File: src/hw/wwdg_regs.svh
// register map, field positions, reset values and counts of the window watchdog
// assumes a 32-bit AXI4-Lite slave with one aligned word per register
`ifndef WWDG_REGS_SVH
`define WWDG_REGS_SVH

// printed offsets are register indexes; the byte address is four times the index
`define WWDG_IDX_CONTROL 6'h2A
`define WWDG_IDX_WINDOW 6'h30
`define WWDG_IDX_OPTIONS 6'h31

`define WWDG_CTRL_ARM 7
`define WWDG_CTRL_TOP 6
`define WWDG_OPT_HW 0
`define WWDG_OPT_HALT_RST 1
`define WWDG_OPT_OSC_IE 2
`define WWDG_OPT_LONG_DLY 3
`define WWDG_OPT_MODE_LO 8

`define WWDG_RST_COUNT 7'h7F
`define WWDG_RST_WINDOW 7'h7F
`define WWDG_ROLL_FROM 7'h40
`define WWDG_ONE_7 7'h01

`define WWDG_DLY_SHORT 12'h0FF
`define WWDG_DLY_LONG 12'hFFF
`define WWDG_ONE_12 12'h001
`define WWDG_ONE_16 16'h0001

`define WWDG_RESP_OKAY 2'h0
`define WWDG_RESP_SLVERR 2'h2

`endif

File: src/hw/wwdg_pkg.sv
// types shared by the window watchdog: power mode and the whole module state
// assumes wwdg_regs.svh is compiled alongside
package wwdg_pkg;

  typedef enum logic [1:0] {
    WWDG_RUN,
    WWDG_HALT,
    WWDG_ACTIVE_HALT,
    WWDG_RESUME
  } wwdg_mode_e;

  typedef struct packed {
    logic [15:0] presc;
    logic [6:0] count;
    logic arm;
    logic [6:0] window;
    logic hw_sel;
    logic halt_rst;
    logic osc_ie;
    logic long_dly;
    wwdg_mode_e mode;
    logic halt_step;
    logic [11:0] dly;
    logic rst_out;
    logic aw_got;
    logic [5:0] aw_idx;
    logic w_got;
    logic [7:0] wdat;
    logic wstb;
    logic bvalid;
    logic [1:0] bresp;
    logic rvalid;
    logic [31:0] rdata;
    logic [1:0] rresp;
  } wwdg_state_s;

endpackage

File: src/hw/wwdg_top.sv
// window watchdog: 7-bit downcounter, window compare, halt handling, AXI4-Lite slave
// assumes cpu halt/wake strobes come from logic on clk_sys; wdg_reset_req feeds
// the system reset, which in turn drives rst_n of this block
`timescale 1ns/1ps
`include "wwdg_regs.svh"

module wwdg_top #(
  parameter int unsigned STEP_CYCLES = 16384
) (
  input wire logic clk_sys,
  input wire logic rst_n,
  input wire logic [7:0] s_axi_awaddr,
  input wire logic s_axi_awvalid,
  output logic s_axi_awready,
  input wire logic [31:0] s_axi_wdata,
  input wire logic [3:0] s_axi_wstrb,
  input wire logic s_axi_wvalid,
  output logic s_axi_wready,
  output logic [1:0] s_axi_bresp,
  output logic s_axi_bvalid,
  input wire logic s_axi_bready,
  input wire logic [7:0] s_axi_araddr,
  input wire logic s_axi_arvalid,
  output logic s_axi_arready,
  output logic [31:0] s_axi_rdata,
  output logic [1:0] s_axi_rresp,
  output logic s_axi_rvalid,
  input wire logic s_axi_rready,
  input wire logic cpu_halt,
  input wire logic ext_irq,
  input wire logic osc_irq,
  output logic [6:0] countdown,
  output logic wdg_reset_req
);

  localparam logic [15:0] STEP_LAST = 16'(STEP_CYCLES - 1);

  wwdg_pkg::wwdg_state_s st;
  wwdg_pkg::wwdg_state_s next_st;

  function automatic logic reg_known(input logic [5:0] idx);
    reg_known = (idx == `WWDG_IDX_CONTROL) || (idx == `WWDG_IDX_WINDOW) ||
                (idx == `WWDG_IDX_OPTIONS);
  endfunction

  function automatic logic is_ctrl(input logic [5:0] idx);
    is_ctrl = (idx == `WWDG_IDX_CONTROL);
  endfunction

  // counting phases: run, and the single step allowed in plain halt
  function automatic logic step_allowed(input wwdg_pkg::wwdg_mode_e m, input logic done);
    step_allowed = (m == wwdg_pkg::WWDG_RUN) || ((m == wwdg_pkg::WWDG_HALT) && !done);
  endfunction

  // prescaler wraps at the step boundary
  function automatic logic [15:0] presc_next(input logic [15:0] p, input logic last);
    if (last) begin
      presc_next = 16'h0000;
    end else begin
      presc_next = p + `WWDG_ONE_16;
    end
  endfunction

  function automatic logic [6:0] count_down(input logic [6:0] c);
    count_down = c - `WWDG_ONE_7;
  endfunction

  function automatic logic [11:0] dly_down(input logic [11:0] d);
    dly_down = d - `WWDG_ONE_12;
  endfunction

  // reload is early while the counter still sits above the window limit
  function automatic logic window_breach(input logic [6:0] cnt, input logic [6:0] lim);
    window_breach = (cnt > lim);
  endfunction

  // resume delay load: count reaches zero, then one more edge
  function automatic logic [11:0] wake_delay(input logic long_sel);
    if (long_sel) begin
      wake_delay = `WWDG_DLY_LONG;
    end else begin
      wake_delay = `WWDG_DLY_SHORT;
    end
  endfunction

  // unmapped indexes answer with a slave error
  function automatic logic [1:0] resp_of(input logic [5:0] idx);
    if (reg_known(idx)) begin
      resp_of = `WWDG_RESP_OKAY;
    end else begin
      resp_of = `WWDG_RESP_SLVERR;
    end
  endfunction

  // read view of one register; unmapped indexes read as zero
  function automatic logic [31:0] reg_read(input logic [5:0] idx,
                                           input wwdg_pkg::wwdg_state_s s);
    logic [31:0] w;
    w = 32'h0000_0000;
    unique case (idx)
      `WWDG_IDX_CONTROL: begin
        w[`WWDG_CTRL_ARM] = s.arm;
        w[`WWDG_CTRL_TOP:0] = s.count;
      end
      `WWDG_IDX_WINDOW: begin
        w[`WWDG_CTRL_TOP:0] = s.window;
      end
      `WWDG_IDX_OPTIONS: begin
        w[`WWDG_OPT_HW] = s.hw_sel;
        w[`WWDG_OPT_HALT_RST] = s.halt_rst;
        w[`WWDG_OPT_OSC_IE] = s.osc_ie;
        w[`WWDG_OPT_LONG_DLY] = s.long_dly;
        w[`WWDG_OPT_MODE_LO +: 2] = s.mode;
      end
      default: begin
        w = 32'h0000_0000;
      end
    endcase
    reg_read = w;
  endfunction

  // plain register stores; the control register is handled with the counter
  function automatic wwdg_pkg::wwdg_state_s reg_store(input wwdg_pkg::wwdg_state_s s);
    wwdg_pkg::wwdg_state_s n;
    n = s;
    unique case (s.aw_idx)
      `WWDG_IDX_WINDOW: begin
        n.window = s.wdat[6:0];
      end
      `WWDG_IDX_OPTIONS: begin
        n.hw_sel = s.wdat[`WWDG_OPT_HW];
        n.halt_rst = s.wdat[`WWDG_OPT_HALT_RST];
        n.osc_ie = s.wdat[`WWDG_OPT_OSC_IE];
        n.long_dly = s.wdat[`WWDG_OPT_LONG_DLY];
      end
      default: begin
        n = s;
      end
    endcase
    reg_store = n;
  endfunction

  logic armed;
  logic tick;
  logic step_en;
  logic commit;
  logic ctrl_wr;
  logic top_after;
  logic [31:0] rd_word;
  logic [5:0] ar_idx;

  assign s_axi_awready = !st.aw_got && !st.bvalid;
  assign s_axi_wready = !st.w_got && !st.bvalid;
  assign s_axi_arready = !st.rvalid;
  assign s_axi_bvalid = st.bvalid;
  assign s_axi_bresp = st.bresp;
  assign s_axi_rvalid = st.rvalid;
  assign s_axi_rdata = st.rdata;
  assign s_axi_rresp = st.rresp;
  assign countdown = st.count;
  assign wdg_reset_req = st.rst_out;
  assign ar_idx = s_axi_araddr[7:2];

  always_comb begin
    next_st = st;
    armed = st.hw_sel || st.arm;
    tick = (st.presc == STEP_LAST);
    step_en = step_allowed(st.mode, st.halt_step);
    commit = st.aw_got && st.w_got;
    ctrl_wr = commit && st.wstb && is_ctrl(st.aw_idx);
    top_after = 1'b0;
    rd_word = 32'h0000_0000;

    if (step_en) begin
      next_st.presc = presc_next(st.presc, tick);
    end

    if (step_en && tick) begin
      next_st.count = count_down(st.count);
      if (st.mode == wwdg_pkg::WWDG_HALT) begin
        next_st.halt_step = 1'b1;
      end else if (armed && (st.count == `WWDG_ROLL_FROM) && !ctrl_wr) begin
        // reload in the same cycle wins over the step
        // rollover reset
        next_st.rst_out = 1'b1;
      end
    end

    // AXI write channels, taken in either order
    if (s_axi_awvalid && s_axi_awready) begin
      next_st.aw_got = 1'b1;
      next_st.aw_idx = s_axi_awaddr[7:2];
    end
    if (s_axi_wvalid && s_axi_wready) begin
      next_st.w_got = 1'b1;
      next_st.wdat = s_axi_wdata[7:0];
      next_st.wstb = s_axi_wstrb[0];
    end

    if (commit) begin
      next_st.aw_got = 1'b0;
      next_st.w_got = 1'b0;
      next_st.bvalid = 1'b1;
      next_st.bresp = resp_of(st.aw_idx);
      if (st.wstb) begin
        next_st = reg_store(next_st);
      end
    end

    if (ctrl_wr) begin
      next_st.count = st.wdat[6:0];
      next_st.arm = st.arm || st.wdat[`WWDG_CTRL_ARM];
      top_after = st.wdat[`WWDG_CTRL_TOP];
      if (armed && window_breach(st.count, st.window)) begin
        next_st.rst_out = 1'b1;
      end
      if ((st.hw_sel || next_st.arm) && !top_after) begin
        next_st.rst_out = 1'b1;
      end
    end

    if (st.bvalid && s_axi_bready) begin
      next_st.bvalid = 1'b0;
    end

    // AXI read channel
    rd_word = reg_read(ar_idx, st);
    if (s_axi_arvalid && s_axi_arready) begin
      next_st.rvalid = 1'b1;
      next_st.rdata = rd_word;
      next_st.rresp = resp_of(ar_idx);
    end else if (st.rvalid && s_axi_rready) begin
      next_st.rvalid = 1'b0;
    end

    // power modes
    unique case (st.mode)
      wwdg_pkg::WWDG_RUN: begin
        if (cpu_halt) begin
          if (st.osc_ie) begin
            next_st.mode = wwdg_pkg::WWDG_ACTIVE_HALT;
          end else if (st.halt_rst && armed) begin
            next_st.rst_out = 1'b1;
          end else begin
            next_st.mode = wwdg_pkg::WWDG_HALT;
            next_st.halt_step = 1'b0;
          end
        end
      end
      wwdg_pkg::WWDG_HALT: begin
        if (ext_irq) begin
          next_st.mode = wwdg_pkg::WWDG_RESUME;
          next_st.dly = wake_delay(st.long_dly);
        end
      end
      wwdg_pkg::WWDG_ACTIVE_HALT: begin
        if (ext_irq || osc_irq) begin
          next_st.mode = wwdg_pkg::WWDG_RUN;
        end
      end
      wwdg_pkg::WWDG_RESUME: begin
        if (st.dly == 12'h000) begin
          next_st.mode = wwdg_pkg::WWDG_RUN;
        end else begin
          next_st.dly = dly_down(st.dly);
        end
      end
    endcase
  end

  always_ff @(posedge clk_sys or negedge rst_n) begin
    if (!rst_n) begin
      st.presc <= 16'h0000;
      st.count <= `WWDG_RST_COUNT;
      st.arm <= 1'h0;
      st.window <= `WWDG_RST_WINDOW;
      st.hw_sel <= 1'h0;
      st.halt_rst <= 1'h0;
      st.osc_ie <= 1'h0;
      st.long_dly <= 1'h0;
      st.mode <= wwdg_pkg::WWDG_RESUME;
      st.halt_step <= 1'h0;
      st.dly <= `WWDG_DLY_SHORT;
      st.rst_out <= 1'h0;
      st.aw_got <= 1'h0;
      st.aw_idx <= 6'h00;
      st.w_got <= 1'h0;
      st.wdat <= 8'h00;
      st.wstb <= 1'h0;
      st.bvalid <= 1'h0;
      st.bresp <= 2'h0;
      st.rvalid <= 1'h0;
      st.rdata <= 32'h0000_0000;
      st.rresp <= 2'h0;
    end else begin
      st <= next_st;
    end
  end

endmodule

File: config.mk
export PLATFORM = sky130hd
export DESIGN_NAME = wwdg_top
export DESIGN_NICKNAME = d
export VERILOG_FILES = /design/src/hw/wwdg_pkg.sv /design/src/hw/wwdg_top.sv
export VERILOG_INCLUDE_DIRS = /design/src /design/src/hw
export SDC_FILE = /design/constraint.sdc
export NUM_CORES = 1
export LEC_CHECK = 0
export ABC_AREA = 1
export BUFFER_PORTS_ARGS = -buffer_cell sky130_fd_sc_hd__buf_2
export CORE_UTILIZATION = 25
export DETAILED_ROUTE_END_ITERATION = 10
export GPL_ROUTABILITY_DRIVEN = 0
export PLACE_DENSITY = 0.42
export SLEW_MARGIN = 20
export SYNTH_ARGS = -nofsm -noshare
export SYNTH_HDL_FRONTEND = slang
export SYNTH_SLANG_ARGS = --single-unit
File: constraint.sdc
create_clock -name clk_sys -period 1.7 [get_ports clk_sys]
set_clock_uncertainty 0.2 [all_clocks]
set_input_delay 0.255 -clock clk_sys [delete_from_list [all_inputs] [get_ports clk_sys]]
set_output_delay 0.255 -clock clk_sys [all_outputs]
set_load 0.01 [all_outputs]
## After elaboration in Yosys (flattened, before gate mapping)

Index checks and enable logic that the tools add are counted.

| storage, ports and cells | value |
|---|---|
| input port bits | 62 |
| word-level logic and storage cells | 122 |
| output and inout port bits | 49 |
| register bits | 106 |

| cells by class | value |
|---|---|
| add/subtract/negate cells | 3 |
| muxes and demuxes | 42 |
| equal/unequal tests | 13 |
| reduce and logical (&&, ||, !) cells | 41 |
| magnitude comparators | 1 |

Operators by type and width:

| kind | count |
|---|---|
| 71-bit two-way mux | 1 |
| 6-bit == test, second input constant | 8 |
| 12-bit two-way mux | 3 |
| 34-bit two-way mux | 1 |
| 16-bit two-way mux | 2 |
| 12-bit case mux with 2 select lines | 1 |
| 1-bit two-way mux | 18 |
| 1-bit logical AND | 17 |
| 16-bit by 1-bit adder with 16-bit output, second input constant | 1 |
| 16-bit by 14-bit == test with 1-bit output, second input constant | 1 |
| 2-bit two-way mux | 7 |
| 7-bit two-way mux | 2 |
| 12-bit logical NOT | 1 |
| 4-bit case mux with 3 select lines | 1 |
| 12-bit by 1-bit subtractor with 12-bit output, second input constant | 1 |
| 10-bit two-way mux | 1 |
| 1-bit logical OR | 9 |
| 8-bit two-way mux | 1 |
| 2-bit case mux with 4 select lines | 1 |
| 2-bit nonzero test | 4 |
| 7-bit == test, second input constant | 1 |
| 7-bit > comparator | 1 |
| 1-bit logical NOT | 7 |
| 7-bit by 1-bit subtractor with 7-bit output, second input constant | 1 |
| 6 further kinds | 9 |

## Logic depth before layout (Yosys ltp)

Gate-level depths: netlist (run 1).

| logic depth | value |
|---|---|
| word-level depth | 16 |
| gate-level depth with buffers | 10 |
| depth with buffers taken out | 10 |

## Least setup slack after synthesis (run 1)

OpenSTA, ideal clock, no wires.

| timing path | value |
|---|---|
| kind | reg2reg |
| start point | register st[56] (netlist name) |
| end point | register st[60] (netlist name) |
| data arrival time | 1457 ps |
| buffers on the path | 1 |
| cell stages (with the launch flop) | 10 |
| data required time | 1412 ps |
| library setup time | 88 ps |
| path slack | -45 ps |
| period minus slack after synthesis | 1745 ps |
| path through | dfstp_2 inv_1 ha_1 nand3_1 nor2_1 nand2_1 nand2_1 buf_2 o21ai_1 nand3_1 |

| between the ends | value |
|---|---|
| longest elaborated chain between the ends | 3 |
| elaborated cells on any way between the ends | 4 |
| classes of those cells | add/sub: 1; mux: 2; reduce/logical: 1 |

Ends and longest elaborated chain:

| item | RTL line | source |
|---|---|---|
| start: declaration | wwdg_top.sv:38 | `wwdg_pkg::wwdg_state_s st;` |
| start signal: assignment | wwdg_top.sv:296 | `st <= next_st;` |
| 12-bit by 1-bit subtractor with 12-bit output (no line) or 12-bit logical NOT (tied branches) | - |  |
| 12-bit two-way mux (*) | wwdg_top.sv:262 | `if (st.dly == 12'h000) begin` |
| 12-bit case mux with 2 select lines (*) | wwdg_top.sv:237 | `unique case (st.mode)` |

Mark *: on every way between the ends. The rest lies on a longest branch, timed or not.
A chain may end at the register's enable or synchronous reset.

## Final worst setup path (run 1)

| timing path | value |
|---|---|
| start point | register st, in the netlist s_axi_bvalid |
| end point | register st[74] (netlist name) |

| between the ends | value |
|---|---|
| longest elaborated chain between the ends | 6 |
| elaborated cells on any way between the ends | 9 |
| classes of those cells | eq/ne: 1; mux: 2; reduce/logical: 6 |

Ends and longest elaborated chain:

| item | RTL line | source |
|---|---|---|
| 1-bit logical NOT (*) | wwdg_top.sv:152, wwdg_top.sv:153 |  |
| 1-bit logical AND | wwdg_top.sv:152 | `assign s_axi_awready = !st.aw_got && !st.bvalid;` |
| 1-bit logical AND | wwdg_top.sv:190 | `if (s_axi_awvalid && s_axi_awready) begin` |
| 7-bit two-way mux | wwdg_top.sv:190 |  |
| 6-bit == test | wwdg_top.sv:126 | `unique case (s.aw_idx)` |
| 3-bit AND reduction (no line) | - |  |

Mark *: on every way between the ends. The rest lies on a longest branch, timed or not. The select of a mux whose other input is x is not followed.

==> results of run 1 <==
synthesized netlist by cell type (6+ instances only):
cell type	n	area [um^2]
sky130_fd_sc_hd__o21ai_1	15	75.07
sky130_fd_sc_hd__ha_1	11	137.6
sky130_fd_sc_hd__inv_1	76	285.3
sky130_fd_sc_hd__nor3_1	7	35.03
sky130_fd_sc_hd__o21ai_0	25	125.1
sky130_fd_sc_hd__a21oi_1	12	60.06
sky130_fd_sc_hd__nor2_1	59	221.5
sky130_fd_sc_hd__xor2_1	9	78.83
sky130_fd_sc_hd__buf_4	44	330.3
sky130_fd_sc_hd__xnor2_1	6	52.55
sky130_fd_sc_hd__nand3_1	52	260.3
sky130_fd_sc_hd__dfrtp_1	58	1451
sky130_fd_sc_hd__nand4_1	21	131.4
sky130_fd_sc_hd__dfstp_2	24	630.6
sky130_fd_sc_hd__nand2_1	171	641.9
registers in the layout, summed over array words and instances, names as in the netlist:
signal,cells
st,60
s_axi_rdata,10
countdown,7
s_axi_bresp,1
s_axi_bvalid,1
s_axi_rresp,1
s_axi_rvalid,1
wdg_reset_req,1
critical path: cells and delay by family (launching register included):
family / cells / cell delay [ps]
simple gates: 7 / 800
buf+inv: 2 / 280
flops: 1 / 420
cell type report:
class | instances | area share
timing repair buffer | 148 | 0.1658
inverter | 81 | 0.04605
sequential | 82 | 0.3155
clock buffer | 14 | 0.04150
multi-input combinational | 450 | 0.3767
tap | 260 | 0.04927
clock inverter | 2 | 0.005117
worst min path at each step:
stage | startpoint | endpoint | slack, ps | depth (start not counted)
3_3_place_gp | rst_n | st[98] | 130 | 2
5_1_grt | s_axi_awaddr[2] | st[48] | 30 | 3
3_5_place_dp | rst_n | st[98] | 140 | 2
2_1_floorplan | rst_n | s_axi_bresp[1] | -240 | 0
6_report | s_axi_awaddr[2] | st[48] | 10 | 3
4_1_cts | s_axi_awaddr[2] | st[48] | 7 | 3
per-stage QoR:
stage,worst slack [ps],TNS (ps)
floorplan,-1.418,-2.770
global placement,-155.1,-2233
detailed placement,-162.6,-2704
CTS,-71.90,-741.4
global route,-176.6,-2086
finish,-57.94,-602.3
power by group through the flow:
stage	Sequential, mW	Clock [mW]	Combinational (mW)
3_5_place_dp	3.25	0	4.38
2_1_floorplan	3.16	0	2.78
6_report	3.26	2.06	5.25
5_1_grt	3.34	2.20	5.88
3_3_place_gp	3.24	0	4.31
4_1_cts	3.24	2.13	4.95
cells by family (layout without fill, tap and decap cells):
group,after synthesis,count (layout),synth area share
buffers and inverters,133,245,0.1381
XOR/XNOR,15,15,0.02681
flip-flops,82,82,0.4249
AND/OR/NAND/NOR,337,337,0.3098
multiplexers,1,1,0.002298
AO/OA/AOI/OAI,62,62,0.06921
adder cells (fa/ha/maj),11,11,0.02809
other,1,24,0.0007654
metal layers:
layer  routed length [um]  track usage  part of all wire
met1                 5939       0.1618              0.46
met2                 6400       0.2294              0.50
met3                  367      0.03264             0.028
met4                  195      0.02830             0.015
met5                    0            0                 0
layout by cell type (no fill, tap or decap), drive strengths merged, types with 7 or more instances in the layout:
| cell type | instances |
|---|---|
| o21ai | 41 |
| nand3 | 56 |
| clkbuf | 14 |
| nand4 | 21 |
| dfstp | 24 |
| nand2 | 175 |
| buf | 141 |
| nor3 | 7 |
| ha | 11 |
| inv | 80 |
| xor2 | 9 |
| dfrtp | 58 |
| conb | 24 |
| nor2 | 67 |
| dlygate4sd3 | 7 |
| a21oi | 14 |
what timing repair did:
action,4_1_cts,5_1_grt
resized for setup,32,49
pin swaps,21,23
buffers inserted,7,6
setup endpoints to repair,30,47
hold endpoints to repair,64,0
hold buffers,7,0
gates cloned,1,1
==> impl_summary.log, run 1 <==
INFO  metric outcome = finished with violations
INFO  metric failed_checks = setup timing
INFO  metric logic_pwr_share = 0.497
INFO  metric path_max_fanout = 5
INFO  metric r2r_setup_slack = -60 ps
INFO  metric power.share.switching = 0.3894
INFO  metric critical_path_required = approximately 1800 ps
INFO  metric avgSynthCellArea = roughly 7.6 um^2
INFO  metric clockRootBuffer = sky130_fd_sc_hd__clkbuf_16
INFO  metric final.period_utilization = 1.034
INFO  metric cp-startpoint = s_axi_bvalid
INFO  metric io_buffer_count = 55
INFO  metric starting_density_of_the_core = 0.2585
INFO  metric clkSlewWorstSetupHoldPaths = around 60 ps
INFO  metric post-place-cells = roughly 1000
INFO  metric grt_overflow = 0
INFO  metric area_post_placement = between 5000 and 6000 um^2
INFO  metric timing.critical_path.slowest_stage_cell = sky130_fd_sc_hd__dfrtp_1
INFO  metric drt_iter0_drc = 137
INFO  metric max_clock_freq = 0.5688 GHz
INFO  metric cts.htree.levels = 3
INFO  metric synthesized_instance_count = approximately 640
INFO  metric netlist-cell-type-count = 40
INFO  metric floorplan.core_area = between 15000 and 20000 um^2
INFO  metric detailedRoute.firstPassIterationCount = 4
INFO  metric clock_tree.buffer_depth = 2
INFO  metric syn_to_final_growth = 34.75%
INFO  metric ant_nets = 0
INFO  metric nets = 845
INFO  metric holdCritPathClass = input pin to flop
INFO  metric criticalPathCategory = flop to flop
INFO  metric nFillCells = a little over 2000
INFO  metric rsz0062_at_grt = yes
INFO  metric final_critical_path_setup_slack = -57.94 ps
INFO  metric worst_hold_slack = about 10 ps
INFO  metric flip_flop_and_latch_count_after_synthesis = 82
INFO  metric sequential_cell_area = about 2100 um^2
INFO  metric synth_seq_area_share = 0.4249
INFO  metric p_seq_frac = 0.308
INFO  metric launch_instance_of_the_worst_register_to_register_path = s_axi_bvalid
INFO  metric peakVddDrop = about 0.65 mV
INFO  metric detail_route.vias_per_cell = around 4.2
INFO  metric timing.critical_path.to = st[74]
INFO  metric largest_net_degree_at_the_start_of_global_routing = 83
INFO  metric n_diodes = 0
INFO  metric finalPower = between 10 and 15 mW
INFO  metric critical_path.max_stage_delay = between 400 and 500 ps
INFO  metric die_w = around 140 um
INFO  metric placement_rows = 50
INFO  metric drive_above_1_share = 0.3333
INFO  metric wire_per_inst = 12.44 um
INFO  metric fraction_of_synthesis_flops_using_an_asynchronous_set_or_reset_pin = 1.000
INFO  metric max_cap_viols = 0
INFO  metric cp_cell_sequence = nor2_4 > buf_6 > nand3b_1 > nand2_2 > nand2_2 > nor2_4 > buf_4 > nand4_1 > nand2_1
INFO  metric rr_worst_depth = 9
INFO  metric clock_power_share = 0.195
INFO  metric cts_made_buffers = 9
INFO  metric r2r_end = st[74]
INFO  metric via_count = approximately 4400
INFO  metric top_level_ports = ~110
INFO  metric mappedNetlistArea = just under 5000 um^2
INFO  metric setup.worst_path.start_class = flop
INFO  metric cell_internal_pwr = between 6 and 7 mW
INFO  metric cts.sinks = 82
INFO  metric hold_violations = 0
INFO  metric grt_pass1_wl = between 20000 and 25000 um
INFO  metric setup-violations-final = 13
INFO  metric final_core_utilization = 0.3483
INFO  metric synth-edff-count = 0
INFO  metric critPathArrivalTime = ~1800 ps
INFO  metric track_usage = 0.1311
INFO  metric cts_tree = built
INFO  metric die_h = roughly 140 um
INFO  metric cellLeakagePower = between 3 and 4 nW
INFO  metric power.net_switching = between 4 and 5 mW
INFO  metric finalInstanceArea = 6603 um^2
INFO  metric die-area = around 20000 um^2
INFO  metric max_slew_vio_count = 0
INFO  metric finalWirelength = roughly 13000 um
INFO  metric grt_pass1_vias = 4193
INFO  metric worst_skew_pair_later_pin_latency = 340 ps
INFO  metric footprint_of_the_multi_input_gates = 2487 um^2
INFO  metric power.density = between 1500 and 2000 nW/um^2
INFO  metric synthFlopType = sky130_fd_sc_hd__dfrtp_1
INFO  metric post-route-drc-count = 0
INFO  metric grt_antenna_before_repair = 0
INFO  metric synth.yosys.warnings = 0
INFO  metric detailed_place_hpwl = between 9000 and 10000 um
INFO  metric layout_min_cycle_time = about 1800 ps
INFO  metric post_route_insts_no_fill = between 1000 and 1500
INFO  metric endpoint_kind = flop
(Power assumes the default switching activity.)
==> run 2: changes to the inputs <==
--- a/config.mk
+++ b/config.mk
@@ -7,8 +7,9 @@
 export NUM_CORES = 1
 export LEC_CHECK = 0
 export ABC_AREA = 1
-export BUFFER_PORTS_ARGS = -buffer_cell sky130_fd_sc_hd__buf_2
+export BUFFER_PORTS_ARGS = -buffer_cell sky130_fd_sc_hd__buf_4
 export CORE_UTILIZATION = 25
+export CTS_CLUSTER_SIZE = 8
 export DETAILED_ROUTE_END_ITERATION = 10
 export GPL_ROUTABILITY_DRIVEN = 0
 export PLACE_DENSITY = 0.42
==> run 2 against run 1 <==
- fmax shrank 0.49%
- clock power shrank 4%
- flip-flop and latch count is the same
- the flow still finishes with violations (setup timing)
- count of clock-buffer cells in the layout shrank 1
- largest power group unchanged
- via count grew 0.85%
- global-route usage grew 0.73 points
==> impl_summary.log, run 2 (synthesis results as in run 1) <==
INFO  metric outcome = finished with violations
INFO  metric failed_checks = setup timing
INFO  metric peakVddDrop = ~0.80 mV
INFO  metric path_max_fanout = 8
INFO  metric max_slew_vio_count = 0
INFO  metric cellLeakagePower = ~3.3 nW
INFO  metric flip_flop_count_of_the_largest_register_all_copies_and_words_added = 60
INFO  metric io_buffer_count = 55
INFO  metric nets = ~850
INFO  metric max_clock_freq = 0.5660 GHz
INFO  metric critPathArrivalTime = about 1800 ps
INFO  metric launch_instance_of_the_worst_register_to_register_path = s_axi_bvalid
INFO  metric top_level_ports = 111
INFO  metric worst_hold_slack = just over 10 ps
INFO  metric criticalPathCategory = flop to flop
INFO  metric post-route-drc-count = 0
INFO  metric floorplan.core_area = ~19000 um^2
INFO  metric grt_overflow = 0
INFO  metric layout_min_cycle_time = around 1800 ps
INFO  metric hold_violations = 0
INFO  metric final_core_utilization = 0.3638
INFO  metric critical_path_required = about 1800 ps
INFO  metric post-place-cells = 1000
INFO  metric cp-startpoint = s_axi_bvalid
INFO  metric drive_above_1_share = 0.3499
INFO  metric drt_iter0_drc = between 150 and 200
INFO  metric clockRootBuffer = sky130_fd_sc_hd__clkbuf_16
INFO  metric endpoint_kind = flop
INFO  metric cts.sinks = 82
INFO  metric holdCritPathClass = input pin to flop
INFO  metric r2r_end = st[75]
INFO  metric largest_net_degree_at_the_start_of_global_routing = 24
INFO  metric die_w = between 100 and 150 um
INFO  metric grt_antenna_before_repair = 0
INFO  metric detail_route.vias_per_cell = approximately 4.2
INFO  metric grt_pass1_vias = around 4400
INFO  metric track_usage = 0.1384
INFO  metric post_route_insts_no_fill = 1043
INFO  metric cts.htree.levels = 3
INFO  metric cts_made_buffers = 9
INFO  metric register_with_the_most_flip_flops = st
INFO  metric finalWirelength = ~13000 um
INFO  metric cts_tree = built
INFO  metric r2r_setup_slack = -70 ps
INFO  metric finalPower = 10.86 mW
INFO  metric final_cell_mix = sky130_fd_sc_hd__nand2_1, sky130_fd_sc_hd__buf_4, sky130_fd_sc_hd__inv_1
INFO  metric starting_density_of_the_core = 0.2585
INFO  metric rr_worst_depth = 9
INFO  metric grt_pass1_wl = around 22000 um
INFO  metric detailedRoute.firstPassIterationCount = 4
INFO  metric placement_rows = 50
INFO  metric power.density = ~1600 nW/um^2
INFO  metric via_count = approximately 4400
INFO  metric n_diodes = 0
INFO  metric layout_commonest_cell = sky130_fd_sc_hd__nand2_1
INFO  metric detailed_place_hpwl = about 10000 um
INFO  metric clock_tree.buffer_depth = 2
INFO  metric worst_skew_pair_later_pin_latency = 350 ps
INFO  metric timing.critical_path.to = st[75]
INFO  metric setup.worst_path.start_class = flop
INFO  metric max_cap_viols = 0
INFO  metric final.period_utilization = 1.039
INFO  metric die_h = 142.0 um
INFO  metric wire_per_inst = roughly 13 um
INFO  metric syn_to_final_growth = 40.76%
INFO  metric final_critical_path_setup_slack = -66.64 ps
INFO  metric die-area = ~20000 um^2
INFO  metric ant_nets = 0
INFO  metric setup-violations-final = 13
INFO  metric rsz0062_at_grt = yes
INFO  metric clkSlewWorstSetupHoldPaths = 60 ps
INFO  metric fin_setup_tns = -674.1 ps
INFO  metric nFillCells = roughly 2000
-- run 2: layer usage --
metal,track usage,up-vias,wire length [um]
met1,0.1747,2085,6027
li1,-,2246,-
met5,0,-,0
met4,0.02999,0,127
met2,0.2353,66,6695
met3,0.03701,8,480
-- run 2: stage by stage --
stage               area (um^2)  worst slack, ps
global placement           5934           -140.5
detailed placement         5934           -174.5
finish                     6897           -66.64
CTS                        6519           -58.67
floorplan                  4994           -1.418
global route               6897           -180.7
-- run 2: layout make-up --
cell class	instances	area [um^2]	area share
multi-input cells	450	2601	0.3772
flip-flops and latches	82	2082	0.3019
repair buffers	154	1292	0.1874
well taps	260	325.3	0.04717
inverters	81	306.5	0.04445
clock buffers	13	250.2	0.03628
clock inverters	3	38.79	0.005624
-- run 2: report_power, final --
part | switching [mW] | total [mW] | internal (mW)
sequential | 0.559 | 3.29 | 2.73
combinational | 2.92 | 5.60 | 2.68
clock | 0.799 | 1.97 | 1.17
-- run 2: critical path: stages (launching register included) --
cell and delay (ps):
sky130_fd_sc_hd__dfrtp_1 410, sky130_fd_sc_hd__nor2_4 200, sky130_fd_sc_hd__buf_6 140, sky130_fd_sc_hd__nand3b_1 100, sky130_fd_sc_hd__nand2_2 120, sky130_fd_sc_hd__nand2_4 70
sky130_fd_sc_hd__nor2_8 150, sky130_fd_sc_hd__nand3_4 140, sky130_fd_sc_hd__nand2_1 90, sky130_fd_sc_hd__nand2_1 60
-- run 2: worst min-delay path by stage --
stage	cells after the start	end	start	slack [ps]
floorplan	0	s_axi_bresp[1]	rst_n	-240
global placement	1	st[91]	rst_n	-2
detailed placement	1	st[91]	rst_n	-2
CTS	3	s_axi_rvalid	s_axi_arvalid	3
global route	3	st[44]	s_axi_wdata[5]	20
finish	3	st[44]	s_axi_wdata[5]	10
-- run 2: repair_timing --
| action | 4_1_cts | 5_1_grt |
|---|---|---|
| hold buffers | 6 | 0 |
| buffers inserted | 10 | 10 |
| endpoints found under the hold margin | 65 | 0 |
| setup endpoints to repair | 30 | 46 |
| pin swaps | 17 | 24 |
| resized for setup | 35 | 78 |
| cloned | 1 | 0 |
